===== src/core/fbsr_pkg.sv =====
// package for the four-stage parallel-access shift register
package fbsr_pkg;
    // ------------------------------------------------------------
    // widths and stage positions
    // ------------------------------------------------------------
    localparam int FBSR_WIDTH = 4;    // number of stages
    localparam int FBSR_STAGE0 = 0;   // entry stage for serial data
    localparam int FBSR_STAGE3 = 3;   // last stage of a right shift
    localparam logic [3:0] FBSR_STAGES_RST = 4'h0; // stages after reset
    localparam logic [2:0] FBSR_SYNC_RST = 3'h0;   // sync flops after reset

    // ------------------------------------------------------------
    // operations chosen on each clock
    // ------------------------------------------------------------
    typedef enum logic [1:0] {
        FBSR_OP_HOLD = 2'b00,
        FBSR_OP_LOAD = 2'b01,
        FBSR_OP_SHIFT = 2'b10
    } fbsr_op_t;

    // synchronised pin levels travel together
    typedef struct packed {
        logic mode_select;        // high selects load or left shift
        logic load_left_strobe;   // load / left-shift strobe
        logic right_shift_strobe; // right-shift strobe
    } fbsr_ctrl_t;
endpackage


===== src/core/fbsr_shift4.sv =====
// four-stage register: parallel load, shift right, shift left by wiring
module fbsr_shift4
    import fbsr_pkg::*;
#(
    parameter int WIDTH = FBSR_WIDTH
) (
    // clock and reset
    input wire logic ref_clk_in,
    input wire logic resetn_in,
    // board control pins, asynchronous to ref_clk_in
    input wire logic mode_select_in,
    input wire logic load_left_strobe_in,
    input wire logic right_shift_strobe_in,
    // board data pins
    input wire logic serial_in,
    input wire logic [WIDTH-1:0] par_in,
    // stage outputs
    output logic [WIDTH-1:0] stage_out
);
    // ------------------------------------------------------------
    // timing overview
    // ------------------------------------------------------------
    // every board pin passes two flops before any logic reads it, so a
    // strobe edge reaches the stages three rising clock edges later;
    // latency was traded for safety: an edge close to a clock edge
    // can never split one operation into two
    // a strobe must rest high and low for a few clocks each, since a
    // pulse shorter than one clock period may slip between samples
    // resetn_in exists only so that simulation starts from known
    // stages; the register itself keeps whatever it last took

    // ------------------------------------------------------------
    // pin synchronisers
    // ------------------------------------------------------------
    fbsr_ctrl_t ctrl_meta;       // first flop, read only by ctrl_sync
    fbsr_ctrl_t ctrl_sync;       // second flop, safe to use
    fbsr_ctrl_t ctrl_prev;       // one more stage for edge detection
    logic [WIDTH:0] data_meta;   // serial and parallel, first flop
    logic [WIDTH:0] data_sync;   // serial and parallel, second flop
    fbsr_ctrl_t next_ctrl_meta;
    fbsr_ctrl_t next_ctrl_sync;
    fbsr_ctrl_t next_ctrl_prev;
    logic [WIDTH:0] next_data_meta;
    logic [WIDTH:0] next_data_sync;

    // next values of the synchroniser chain
    always_comb begin
        next_ctrl_meta = '{mode_select: mode_select_in,
                           load_left_strobe: load_left_strobe_in,
                           right_shift_strobe: right_shift_strobe_in};
        next_ctrl_sync = ctrl_meta;
        next_ctrl_prev = ctrl_sync;
        next_data_meta = {serial_in, par_in};
        next_data_sync = data_meta;
    end

    // register the chain; the reset only gives simulation a clean start
    always_ff @(posedge ref_clk_in or negedge resetn_in) begin
        if (!resetn_in) begin
            ctrl_meta <= FBSR_SYNC_RST;
            ctrl_sync <= FBSR_SYNC_RST;
            ctrl_prev <= FBSR_SYNC_RST;
            data_meta <= '0;
            data_sync <= '0;
        end else begin
            ctrl_meta <= next_ctrl_meta;
            ctrl_sync <= next_ctrl_sync;
            ctrl_prev <= next_ctrl_prev;
            data_meta <= next_data_meta;
            data_sync <= next_data_sync;
        end
    end

    // ------------------------------------------------------------
    // operation select
    // ------------------------------------------------------------
    // data travels with the control through equal two-flop chains, so
    // data steady before the strobe falls is what gets captured
    function automatic logic fell(input logic prev, input logic now);
        return prev & ~now;
    endfunction

    fbsr_op_t op;                // operation for this clock
    logic load_fall;             // falling edge of load strobe
    logic shift_fall;            // falling edge of right strobe

    // a strobe only counts when the mode selects it; mode is taken at
    // the edge, so a mode change with steady strobes does nothing
    always_comb begin
        load_fall = fell(ctrl_prev.load_left_strobe,
                         ctrl_sync.load_left_strobe);
        shift_fall = fell(ctrl_prev.right_shift_strobe,
                          ctrl_sync.right_shift_strobe);
        // no selected edge leaves the stages alone
        op = FBSR_OP_HOLD;
        if (ctrl_sync.mode_select) begin
            // mode high: only the load strobe may act, so serial data
            // and the right strobe are shut out here
            if (load_fall) begin
                op = FBSR_OP_LOAD;
            end
        end else if (shift_fall) begin
            // mode low: only the right strobe may act
            op = FBSR_OP_SHIFT;
        end
    end

    // ------------------------------------------------------------
    // stage storage
    // ------------------------------------------------------------
    logic [WIDTH-1:0] stages;    // stage0 is bit 0
    logic [WIDTH-1:0] next_stages;

    // load takes par as-is (left shift comes from board wiring);
    // shift right reads old stage values, so one position per edge
    always_comb begin
        next_stages = stages;
        case (op)
            FBSR_OP_LOAD: begin
                // every stage follows its own parallel pin
                next_stages = data_sync[WIDTH-1:0];
            end
            FBSR_OP_SHIFT: begin
                // stage0 takes the serial pin, the rest move up one
                next_stages = {stages[WIDTH-2:0],
                               data_sync[WIDTH]};
            end
            default: begin
                // hold: nothing new enters
                next_stages = stages;
            end
        endcase
    end

    // the pin device has no reset; resetn_in only defines sim start
    always_ff @(posedge ref_clk_in or negedge resetn_in) begin
        if (!resetn_in) begin
            stages <= WIDTH'(FBSR_STAGES_RST);
        end else begin
            stages <= next_stages;
        end
    end

    // outputs come straight from the stage flops, no logic after them
    assign stage_out = stages;

    // ------------------------------------------------------------
    // checks
    // ------------------------------------------------------------
    // every check shares the clock and reset of the logic it watches
    a_load_takes_par: assert property (
        @(posedge ref_clk_in) disable iff (!resetn_in)
        (ctrl_sync.mode_select && load_fall)
        |=> stage_out == $past(data_sync[WIDTH-1:0]))
        else $error("load did not capture parallel inputs");

    a_shift_right: assert property (
        @(posedge ref_clk_in) disable iff (!resetn_in)
        (!ctrl_sync.mode_select && shift_fall)
        |=> stage_out == {$past(stages[WIDTH-2:0]),
                          $past(data_sync[WIDTH])})
        else $error("right shift moved wrong data");

    // with mode high stage0 may only keep its value or take par0;
    // the serial pin has no path in
    a_serial_blocked: assert property (
        @(posedge ref_clk_in) disable iff (!resetn_in)
        ctrl_sync.mode_select
        |=> (stage_out[FBSR_STAGE0] == $past(stages[FBSR_STAGE0])
             || stage_out[FBSR_STAGE0] == $past(data_sync[FBSR_STAGE0])))
        else $error("serial entered under mode high");

    // no edge on either strobe, nothing moves
    a_no_edge_hold: assert property (
        @(posedge ref_clk_in) disable iff (!resetn_in)
        (!load_fall && !shift_fall) |=> $stable(stage_out))
        else $error("stages changed without an edge");

    a_wrong_strobe: assert property (
        @(posedge ref_clk_in) disable iff (!resetn_in)
        (ctrl_sync.mode_select && !load_fall) |=> $stable(stage_out))
        else $error("unselected strobe changed stages");

    // mode low: a load strobe edge by itself must leave stages alone
    a_load_ignored: assert property (
        @(posedge ref_clk_in) disable iff (!resetn_in)
        (!ctrl_sync.mode_select && !shift_fall) |=> $stable(stage_out))
        else $error("load strobe acted under mode low");

    // steady strobes form no edge, whatever mode does
    a_mode_only: assert property (
        @(posedge ref_clk_in) disable iff (!resetn_in)
        ($changed(ctrl_sync.mode_select)
         && $stable(ctrl_sync.load_left_strobe)
         && $stable(ctrl_sync.right_shift_strobe)) |=> $stable(stage_out))
        else $error("mode change altered stages");

    // stage3 must show the old stage2, never anything further back
    a_shift_one_pos: assert property (
        @(posedge ref_clk_in) disable iff (!resetn_in)
        (op == FBSR_OP_SHIFT) |=> stage_out[FBSR_STAGE3]
            == $past(stages[FBSR_STAGE3-1]))
        else $error("shift advanced more than one place");

    // three samples back: first flop, second flop, then edge compare
    a_load_two_flops: assert property (
        @(posedge ref_clk_in) disable iff (!resetn_in)
        (op == FBSR_OP_LOAD) |=> stage_out[FBSR_STAGE0]
            == $past(par_in[FBSR_STAGE0], 3))
        else $error("load bit not the synchronised pin level");
endmodule


===== config.mk =====
export PLATFORM = sky130hd
export DESIGN_NAME = fbsr_shift4
export DESIGN_NICKNAME = d
export VERILOG_FILES = /design/src/core/fbsr_pkg.sv /design/src/core/fbsr_shift4.sv
export SDC_FILE = /design/constraint.sdc
export NUM_CORES = 1
export LEC_CHECK = 0
export CAP_MARGIN = 10
export CORE_MARGIN = 10
export CORE_UTILIZATION = 50
export CTS_CLUSTER_SIZE = 40
export DETAILED_ROUTE_END_ITERATION = 6
export DONT_BUFFER_PORTS = 1
export GPL_ROUTABILITY_DRIVEN = 0
export PLACE_DENSITY_LB_ADDON = 0.05
export REMOVE_ABC_BUFFERS = 1
export SYNTH_ARGS = -nofsm -noshare
export SYNTH_HDL_FRONTEND = slang
export SYNTH_SLANG_ARGS = --single-unit

===== constraint.sdc =====
create_clock -name ref_clk_in -period 1.2 [get_ports ref_clk_in]
set_clock_uncertainty 0.05 [all_clocks]
set_input_delay 0.12 -clock ref_clk_in [delete_from_list [all_inputs] [get_ports ref_clk_in]]
set_output_delay 0.12 -clock ref_clk_in [all_outputs]
set_load 0.01 [all_outputs]

After elaboration in Yosys (flattened, before gate mapping)
Index checks and enable logic that the tools add are counted.
{ "totals": {"register_bits": 22, "latch_bits": 0, "ramBits": 0, "rom_bits": 0, "wordCells": 22, "memories": 0} }
{ "op_classes": {"add_sub_neg": 0, "mul": 0, "div": 0, "magnitude_cmp": 0, "eq_ne": 2, "shift": 0, "mux": 4, "bitwise_logic": 4, "reduce_logical": 1} }
{ "ops": {"columns": ["operator", "n"], "rows": [
  ["4-bit case mux with 2 select lines", 1],
  ["2-bit 2-to-1 mux", 2],
  ["1-bit AND", 2],
  ["2-bit by 1-bit == test with 1-bit output (second input constant)", 1],
  ["2-bit == test (second input constant)", 1],
  ["1-bit inverter", 2],
  ["2-bit nonzero test", 1],
  ["1-bit 2-to-1 mux", 1]
]} }

Logic depth before layout (Yosys ltp)
Gate-level depths: netlist of the first run.
{ "depth": {"word_depth": 6, "depth_mapped": 4, "depth_no_buf": 3} }

Worst setup path before layout of the first run
OpenSTA, ideal clock, no wires.
{ "synth_timing": {"kind": "register -> register", "from": "register ctrl_sync[0] in the netlist's numbering", "to": "register stages[1] (netlist: stage_out[1])", "arrival_ps": 991, "slack_ps": 37, "path_stages_with_launch": 5, "n_path_buf": 1, "period_less_slack_ps": 1163, "cell_sequence": "dfrtp_1 or3b_1 buf_6 nor2_2 a21oi_2"} }
{ "synth_between": {"elab_chain_len": 6} }
{ "synth_lines": {"columns": ["item", "line", "text"], "rows": [
  ["start: declaration", "fbsr_shift4.sv:36", "fbsr_ctrl_t ctrl_sync;"],
  ["start signal: assignment", "fbsr_shift4.sv:67", "ctrl_sync <= next_ctrl_sync;"],
  ["1-bit inverter *", "fbsr_shift4.sv:80", "return prev & ~now;"],
  ["1-bit AND *", "fbsr_shift4.sv:80", null],
  ["2-bit 2-to-1 mux *", "fbsr_shift4.sv:102", "end else if (shift_fall) begin"],
  ["2-bit 2-to-1 mux *", "fbsr_shift4.sv:96", "if (ctrl_sync.mode_select) begin"],
  ["2-bit == test / 2-bit by 1-bit == test with 1-bit output (equally long branches)", "fbsr_shift4.sv:118", "case (op)"],
  ["4-bit case mux with 2 select lines / 2-bit nonzero test (equally long branches)", null, null],
  ["end signal: assignment", "fbsr_shift4.sv:138", "stages <= WIDTH'(FBSR_STAGES_RST);"],
  ["end signal: assignment", "fbsr_shift4.sv:140", "stages <= next_stages;"],
  ["end: declaration", "fbsr_shift4.sv:111", "logic [WIDTH-1:0] stages;"]
]} }
Every way passes the cells marked *; elsewhere a longest branch is shown, timed or not.
A chain may end at the register's enable or synchronous reset.

Worst setup path in the final report of the first run
{ "layout_timing": {"from": "register ctrl_sync[0] in the netlist's numbering", "to": "register stages[2] (netlist: stage_out[2])"} }
The elaborated chain is that of the path after synthesis.

==> results of run 1 <==
-- final timing paths --
| kind | start | to | slack [ps] | cells past startpoint |
|---|---|---|---|---|
| worst max-delay path | ctrl_sync[0] | stage_out[2] | -10 | 3 |
| worst min-delay path | data_meta[0] | data_sync[0] | 310 | 0 |
| worst max register to register | ctrl_sync[0] | stage_out[2] | -10 | 3 |
| worst min register to register | data_meta[0] | data_sync[0] | 310 | 0 |
| max in group asynchronous | resetn_in | data_meta[2] | 180 | 1 |
| min in group asynchronous | resetn_in | stage_out[1] | 350 | 1 |
-- cell usage after synthesis (all sizes together) --
master   n
buf      1
nor2     4
a21oi    4
dfrtp   22
mux2i    4
nand3b   1
or3b     1
-- logic make-up (layout without fill, tap and decap cells) --
group / Yosys count / count (layout)
mux: 4 / 4
buf+inv: 1 / 16
flops: 22 / 22
compound gates: 4 / 4
simple gates: 6 / 6
-- through the flow --
stage	total power, mW	std cells	instance area, µm²
2_1_floorplan	0.9157	36	671.9
3_3_place_gp	0.9310	52	698.2
3_5_place_dp	0.9410	52	698.2
4_1_cts	1.371	66	845.8
5_1_grt	1.437	67	852.1
6_report	1.352	67	852.1
-- worst reg2reg max path, stage by stage (launching register included) --
cell and delay (ps):
dfrtp_1 400, or3b_4 500, nor2_2 120, a21oi_2 40
-- what timing repair did --
| action | in CTS | in global routing |
|---|---|---|
| endpoints found under the setup margin | 4 | 4 |
| buffers inserted | 1 | 2 |
| resized for setup | 3 | 1 |
| hold buffers | 9 | 0 |
| endpoints found under the hold margin | 30 | 0 |
| pin swaps | 1 | 2 |
-- power breakdown --
part | total [mW] | switching, mW | internal [mW]
Clock | 0.381 | 0.196 | 0.185
Sequential | 0.859 | 0.0596 | 0.800
Combinational | 0.112 | 0.0504 | 0.0617
-- state kept, by name, summed over array words and instances (netlist names) --
register / cells
ctrl_meta: 3
stage_out: 4
ctrl_sync: 3
data_meta: 5
ctrl_prev: 2
data_sync: 5
-- layer usage --
metal,vias to the layer above,global-route usage,wire length [µm]
li1,152,-,-
met1,163,0.06460,399
met2,15,0.1101,498
met3,2,0.05531,123
met4,0,0.04027,6
met5,-,0,0
-- area by class of cell --
class	instances	area [µm²]	area share
tap	15	18.77	0.02203
sequential	22	550.5	0.6461
multi-input combinational	14	133.9	0.1571
clock buffer	4	36.28	0.04258
timing repair buffer	12	112.6	0.1322
==> reports/results.tsv, run 1 <==
metric	value	unit
Max IR drop VDD	0.9676	mV
critical path launch point type	register	
syn avg cell area	18.46	µm²
die area	3245	µm²
Yosys top cell by area	dfrtp_1	
CTS sink cnt	22	
Max Fclk	823.1	MHz
actual slew at the worst max-slew pin	930.3	ps
Clock transition at path regs	110	ps
grt total ovfl	0	
CP Cell Sequence	or3b_4, nor2_2, a21oi_2	
DIE HEIGHT	56.97	µm
number of I/O pins	14	
Seq/Total Area, Yosys	0.8059	
Overall Global Routing Usage	0.07079	
Post-Synth Simple-Gate Area	0.06777	
Crit-path slowest cell	or3b_4	
Routed WL per cell	15.34	µm
Power Dens Cells	1587	nW/µm²
most frequent cells in the layout	dfrtp_1 (22), dlygate4sd3_1 (9), mux2i_1 (4), a21oi_2 (4)	
FP Rows	13	
min cycle time layout	1215	ps
worst min path class	reg -> reg	
crit-path max FO	8	
nets	63	
DR pass1 iterations	2	
final hold viol count	0	
TNS Setup	-40.04	ps
largest net degree at the start of global routing	23	
Bufs and invs on worst path	0	
mux contribution to synthesized area	0.05861	
unrepaired setup endpoints after global routing	true	
Worst Path Required	1340	ps
FILL cells	93	
CTS max path bufs	2	
Post-Route WL	1028	µm
first-pass GRT wire length	1766	µm
final worst slack	-14.85	ps
CP max stage delay	500	ps
XOR/XNOR Fraction of Synth Area	0	
Post-Place Worst Slack	-42.77	ps
crit path capture type	register	
Max Cap Violations	0	
clock buffer count from CTS	3	
top cell type's share of synthesized area	0.8059	
post-synthesis sequential element count	22	
Arr. time, crit path	1350	ps
Diodes inserted	0	
commonest non-fill, non-tap cell in the layout	dfrtp_1	
DR vias/cell	4.955	
Syn Inst Count	37	
Unique masters post-synth	8	
outcome	complete, but fails checks	
Die Wd	56.97	µm
TritonCTS clock tree	yes	
antenna-violating nets left	0	
DRT iter0 DRCs	4	
vias in the first global route	378	
compound-cell area share of the yosys netlist	0.05128	
Via Count	332	
H-tree Lvls	1	
worst skew pair latency	290	ps
final core occ	0.6548	
Max Transition Viols Final	0	
main combinational cell family by area after synthesis	simple AND/OR/NAND/NOR gates	
IO buf count	0	
Core ar.	1301	µm²
share of post-route cells with drive strength above 1	0.3077	
Crit Path Category	reg -> reg	
Leak	0.3847	nW
Area Growth Syn to Fin	24.73	%
Hold WS	309.4	ps
Synth Area in Adders	0	
Yosys Warn Count	0	
final worst-path cycle share	1.012	
cell family with most CP delay	simple AND/OR/NAND/NOR gates	
Max-slew headroom	0.3778	
clk root buf	clkbuf_4	
Final Setup Violations	4	
Starting Density	0.5250	
failing checks	setup timing	
synthesized area	683.2	µm²
DRC	0	
antenna violations before repair	0	
ranking of synthesized cells by area	dfrtp_1 (81%), mux2i_1 (5.9%), a21oi_2 (5.1%), nor2_2 (2.7%), buf_6 (1.6%)	
No activity file was read; power rests on OpenSTA's default activity.
==> run 2, diff against run 1 <==
- CORE_AREA: default -> 10 10 47 49
- CORE_MARGIN: 10 -> default
- CORE_UTILIZATION: 50 -> default
- DIE_AREA: default -> 0 0 57 59
- PLACE_DENSITY: default -> 0.73
- PLACE_DENSITY_LB_ADDON: 0.05 -> default
- clock period: 1.2 -> 1.4 ns (I/O delays scaled with it)
==> run 2 against run 1 <==
Net effect:
- the flow now finishes without violations
- sequential share of layout area rose by 2.5 points
- clock power down 15%
- critical path depth did not move
- design area decreased by 3.7%
- die area is 3.6% higher
- largest cell class unchanged
- largest power group unchanged
==> reports/results.tsv, run 2 (synthesis gave the netlist of run 1 again) <==
metric	value	unit
outcome	complete, no violations	
Worst Path Required	1530	ps
share of post-route cells with drive strength above 1	0.2653	
clk root buf	clkbuf_4	
CTS sink cnt	22	
Final Setup Violations	0	
CP max stage delay	480	ps
vias in the first global route	389	
Power Dens Cells	1391	nW/µm²
crit path capture type	register	
Max Transition Viols Final	0	
DR pass1 iterations	2	
DIE HEIGHT	59	µm
most frequent cells in the layout	dfrtp_1 (22), dlygate4sd3_1 (9), mux2i_1 (4), a21oi_2 (4)	
final worst-path cycle share	0.8579	
Crit-path slowest cell	or3b_4	
first-pass GRT wire length	1669	µm
Hold WS	305.3	ps
CTS max path bufs	2	
CP Cell Sequence	or3b_4, nor2_2, a21oi_2	
Max Cap Violations	0	
Post-Route WL	902	µm
Clock transition at path regs	110	ps
combinational group share of total power	0.075	
TNS Setup	0	ps
antenna violations before repair	0	
IO buf count	0	
Core ar.	1401	µm²
Area Growth Syn to Fin	20.15	%
H-tree Lvls	1	
DR vias/cell	4.738	
Bufs and invs on worst path	0	
die area	3363	µm²
TritonCTS clock tree	yes	
R2R Setup Slk	200	ps
Max IR drop VDD	0.8408	mV
critical path launch point type	register	
Seq pwr share	0.641	
Max-slew headroom	0.4054	
actual slew at the worst max-slew pin	889.0	ps
Via Count	308	
FP Rows	14	
Starting Density	0.4875	
sw frac	0.2194	
commonest non-fill, non-tap cell in the layout	dfrtp_1	
Clk pwr share	0.283	
worst skew pair latency	290	ps
largest net degree at the start of global routing	23	
antenna-violating nets left	0	
unrepaired setup endpoints after global routing	false	
final hold viol count	0	
cell family with most CP delay	simple AND/OR/NAND/NOR gates	
Die Wd	57	µm
Placed Instances	52	
clock buffer count from CTS	3	
DRT iter0 DRCs	2	
Diodes inserted	0	
number of I/O pins	14	
Post-CTS Setup Bufs	0	
Max Fclk	832.6	MHz
FILL cells	114	
grt total ovfl	0	
min cycle time layout	1201	ps
Cell Int Power	0.8910	mW
Overall Global Routing Usage	0.06211	
Crit Path Category	reg -> reg	
nets	60	
Leak	0.3694	nW
worst min path class	reg -> reg	
Routed WL per cell	13.88	µm
DRC	0	
non-filler instance count after layout	65	
Arr. time, crit path	1340	ps
Switching Power	0.2504	mW
crit-path max FO	8	
run 2: worst paths after layout:
check | from | endpoint | depth (start not counted)
setup reg to reg | ctrl_sync[0] | stage_out[3] | 3
setup / recovery | ctrl_sync[0] | stage_out[3] | 3
min in group asynchronous | resetn_in | data_meta[1] | 1
hold reg to reg | ctrl_meta[0] | ctrl_sync[0] | 0
hold / removal | ctrl_meta[0] | ctrl_sync[0] | 0
max in group asynchronous | resetn_in | ctrl_prev[1] | 1
run 2: metrics by stage:
stage	cell area [µm²]	util	power (mW)	worst slack, ps
after floorplan	671.9	-	0.7849	138.1
after global placement	691.9	0.4938	0.7976	111.5
after detailed placement	691.9	0.4938	0.8038	39.50
after CTS	818.3	0.5839	1.160	21.50
after global routing	820.8	0.5857	1.204	114.6
final	820.8	0.5857	1.141	198.9
run 2: repair_timing:
item	CTS	global route
hold buffers	9	0
endpoints found under the setup margin	0	3
resized for setup	0	1
endpoints found under the hold margin	30	0
run 2: power by group through the flow:
stage | logic, mW | clock network (mW) | registers [mW]
after global placement | 0.0526 | 0 | 0.745
after detailed placement | 0.0558 | 0 | 0.748
after floorplan | 0.0501 | 0 | 0.735
after global routing | 0.0970 | 0.365 | 0.743
after CTS | 0.0865 | 0.339 | 0.735
final | 0.0862 | 0.323 | 0.732
run 2: cell type report:
| cell class | count | area, µm² | area share |
|---|---|---|---|
| Multi-Input combinational cell | 14 | 123.9 | 0.1509 |
| Tap cell | 16 | 20.02 | 0.02439 |
| Sequential cell | 22 | 550.5 | 0.6707 |
| Clock buffer | 4 | 36.28 | 0.04421 |
| Timing Repair Buffer | 9 | 90.09 | 0.1098 |
run 2: layer usage:
metal | share of wire | wire (µm) | up-vias | global-route usage
met3 | 0.11 | 102 | 0 | 0.03863
met5 | 0 | 0 | - | 0
li1 | - | - | 145 | -
met4 | 0 | 0 | 0 | 0.03020
met2 | 0.48 | 437 | 13 | 0.1054
met1 | 0.40 | 362 | 150 | 0.05764
run 2: worst register-to-register path: cells and delay by family, from the launching register on:
kind | cells | cell delay, ps
flip-flops | 1 | 400
AND/OR/NAND/NOR | 2 | 610
AO/OA/AOI/OAI | 1 | 40
==> run 3, diff against run 2 <==
- ABC_AREA: default -> 1
- PLACE_DENSITY: 0.73 -> 0.76
- TNS_END_PERCENT: default -> 100
==> run 3 against run 2 <==
Net effect:
- critical path depth rose by 1
- first-iteration DRC count rose to 3.0 times the previous value
- worst hold slack improved by 2.9 ps
- combinational power shrank 4.1%
- wire length is 9.6% higher
- design area is 4.9% higher
- flip-flop and latch count stayed put
- count of clock-buffer cells in the layout did not move
- sequential share of layout area down 3.1 points
==> reports/results.tsv, run 3 <==
metric	value	unit
outcome	complete, no violations	
Starting Density	0.5098	
Via Count	403	
CTS resizes	0	
antenna-violating nets left	0	
CTS max path bufs	2	
Area Growth Syn to Fin	20.49	%
TNS Setup	0	ps
critical path launch point type	register	
Unique masters post-synth	8	
R2R Setup Slk	350	ps
asr flop ratio synth	1.000	
most common cell in the netlist	dfrtp_1	
largest net degree at the start of global routing	23	
share of post-route cells with drive strength above 1	0.1111	
most frequent cells in the layout	dfrtp_1 (22), nand2_1 (12), inv_1 (11)	
dpl hpwl	763.8	µm
FP Rows	14	
R2R Path End	stage_out[2]	
actual slew at the worst max-slew pin	900.3	ps
final worst-path cycle share	0.7477	
sw frac	0.2200	
Crit-path slowest cell	dfrtp_1	
Post-synth top cells	dfrtp_1 (22), nand2_1 (12), inv_1 (11)	
vias in the first global route	411	
CP Cell Sequence	nor2_1, nand3_1, nand3_1, nand2_1	
worst hold path cell count	0	
commonest non-fill, non-tap cell in the layout	dfrtp_1	
Crit Path Category	reg -> reg	
DR vias/cell	4.580	
Clock transition at path regs	110	ps
cell family with most CP delay	simple AND/OR/NAND/NOR gates	
Core ar.	1401	µm²
Hold Path Sink	ctrl_sync[2]	
Switching Power	0.2471	mW
Yosys Warn Count	0	
number of flops mapped to enable cells by yosys	0	
Clk pwr share	0.288	
CP max stage delay	410	ps
DRT iter0 DRCs	6	
TritonCTS clock tree	yes	
Max Fclk	955.3	MHz
hold path start	ctrl_meta[2]	
Post-Place Worst Slack	375.1	ps
first-pass GRT wire length	1731	µm
synthesized area	714.4	µm²
Seq pwr share	0.639	
Seq/Total Area, Yosys	0.7706	
unrepaired setup endpoints after global routing	false	
Final Setup Violations	0	
clk root buf	clkbuf_4	
top cell type's share of synthesized area	0.7706	
Yosys top cell by area	dfrtp_1	
clock buffer count from CTS	3	
Leak	0.4417	nW
Bufs and invs on worst path	0	
Max Transition Viols Final	0	
final worst slack	353.2	ps
Overall Global Routing Usage	0.06625	
ranking of synthesized cells by area	dfrtp_1 (77%), nand3_1 (6.3%), nand2_1 (6.3%), inv_1 (5.8%), nand2_4 (1.6%)	
Diodes inserted	0	
FILL cells	110	
crit-path max FO	4	
Max IR drop VDD	0.8990	mV
DRC	0	
Power Dens Cells	1305	nW/µm²
worst min path class	reg -> reg	
Die Wd	57	µm
syn avg cell area	12.11	µm²
die area	3363	µm²
post-synthesis sequential element count	22	
CTS sink cnt	22	
DIE HEIGHT	59	µm
Worst Path Required	1540	ps
Max-slew headroom	0.3978	
grt total ovfl	0	
nets	83	
Syn Inst Count	59	
final hold viol count	0	
Max Cap Violations	0	
Routed WL per cell	11.24	µm
Post-Route WL	989	µm
worst skew pair latency	290	ps
top_reg_cell synth	dfrtp_1	
antenna violations before repair	0	
RR Startpoint	ctrl_sync[2]	
combinational group share of total power	0.074	
Cell Int Power	0.8763	mW
reg2reg path depth	4	
number of I/O pins	14	
min cycle time layout	1047	ps
IO buf count	0	
most used cell, CP	nand3_1	
Placed Instances	75	
DR pass1 iterations	4	
non-filler instance count after layout	88	
H-tree Lvls	1	
crit path capture type	register	
Arr. time, crit path	1190	ps
run 3: worst max path at each step:
| stage | from | endpoint | slack [ps] | cells past startpoint |
|---|---|---|---|---|
| after detailed placement | ctrl_sync[2] | stage_out[2] | 380 | 4 |
| after CTS | resetn_in | data_meta[2] | 300 | 1 |
| after floorplan | ctrl_sync[0] | stage_out[0] | 440 | 6 |
| after global placement | ctrl_sync[2] | stage_out[2] | 410 | 6 |
| after global routing | resetn_in | data_meta[3] | 240 | 1 |
| final | ctrl_sync[2] | stage_out[2] | 350 | 4 |
run 3: kinds of logic after synthesis:
family | after synthesis | synth area share
buf+inv | 13 | 0.06831
flops | 22 | 0.7706
simple gates | 24 | 0.1611
run 3: cell type report:
type | instances | area, µm² | share of cell area
clock buffer | 4 | 36.28 | 0.04215
inverter | 13 | 48.80 | 0.05669
multi-input combinational | 24 | 115.1 | 0.1337
sequential | 22 | 550.5 | 0.6395
tap | 16 | 20.02 | 0.02326
timing repair buffer | 9 | 90.09 | 0.1047
run 3: what timing repair did:
action	4_1_cts	5_1_grt
hold endpoints to repair	30	0
buffers inserted	0	0
hold buffers	9	0
run 3: layer usage:
metal,part of all wire,GRT usage,vias up
li1,-,-,202
met1,0.42,0.06566,190
met2,0.51,0.1085,11
met3,0.069,0.03433,0
met4,0,0.04027,0
met5,0,0,-
run 3: power groups by stage:
| stage | Clock (mW) | Sequential, mW | Combinational, mW |
|---|---|---|---|
| 5_1_grt | 0.375 | 0.727 | 0.0937 |
| 2_1_floorplan | 0 | 0.724 | 0.0444 |
| 3_3_place_gp | 0 | 0.731 | 0.0505 |
| 6_report | 0.323 | 0.717 | 0.0827 |
| 3_5_place_dp | 0 | 0.733 | 0.0528 |
| 4_1_cts | 0.341 | 0.720 | 0.0848 |
run 3: metrics by stage:
stage               cell area, µm²  hold slack [ps]  total power [mW]    util
floorplan                    714.4           -205.6            0.7684       -
global placement             734.5           -204.9            0.7818  0.5241
detailed placement           734.5           -204.9            0.7859  0.5241
CTS                          860.8            311.7             1.145  0.6143
global route                 860.8            312.0             1.195  0.6143
finish                       860.8            308.2             1.123  0.6143
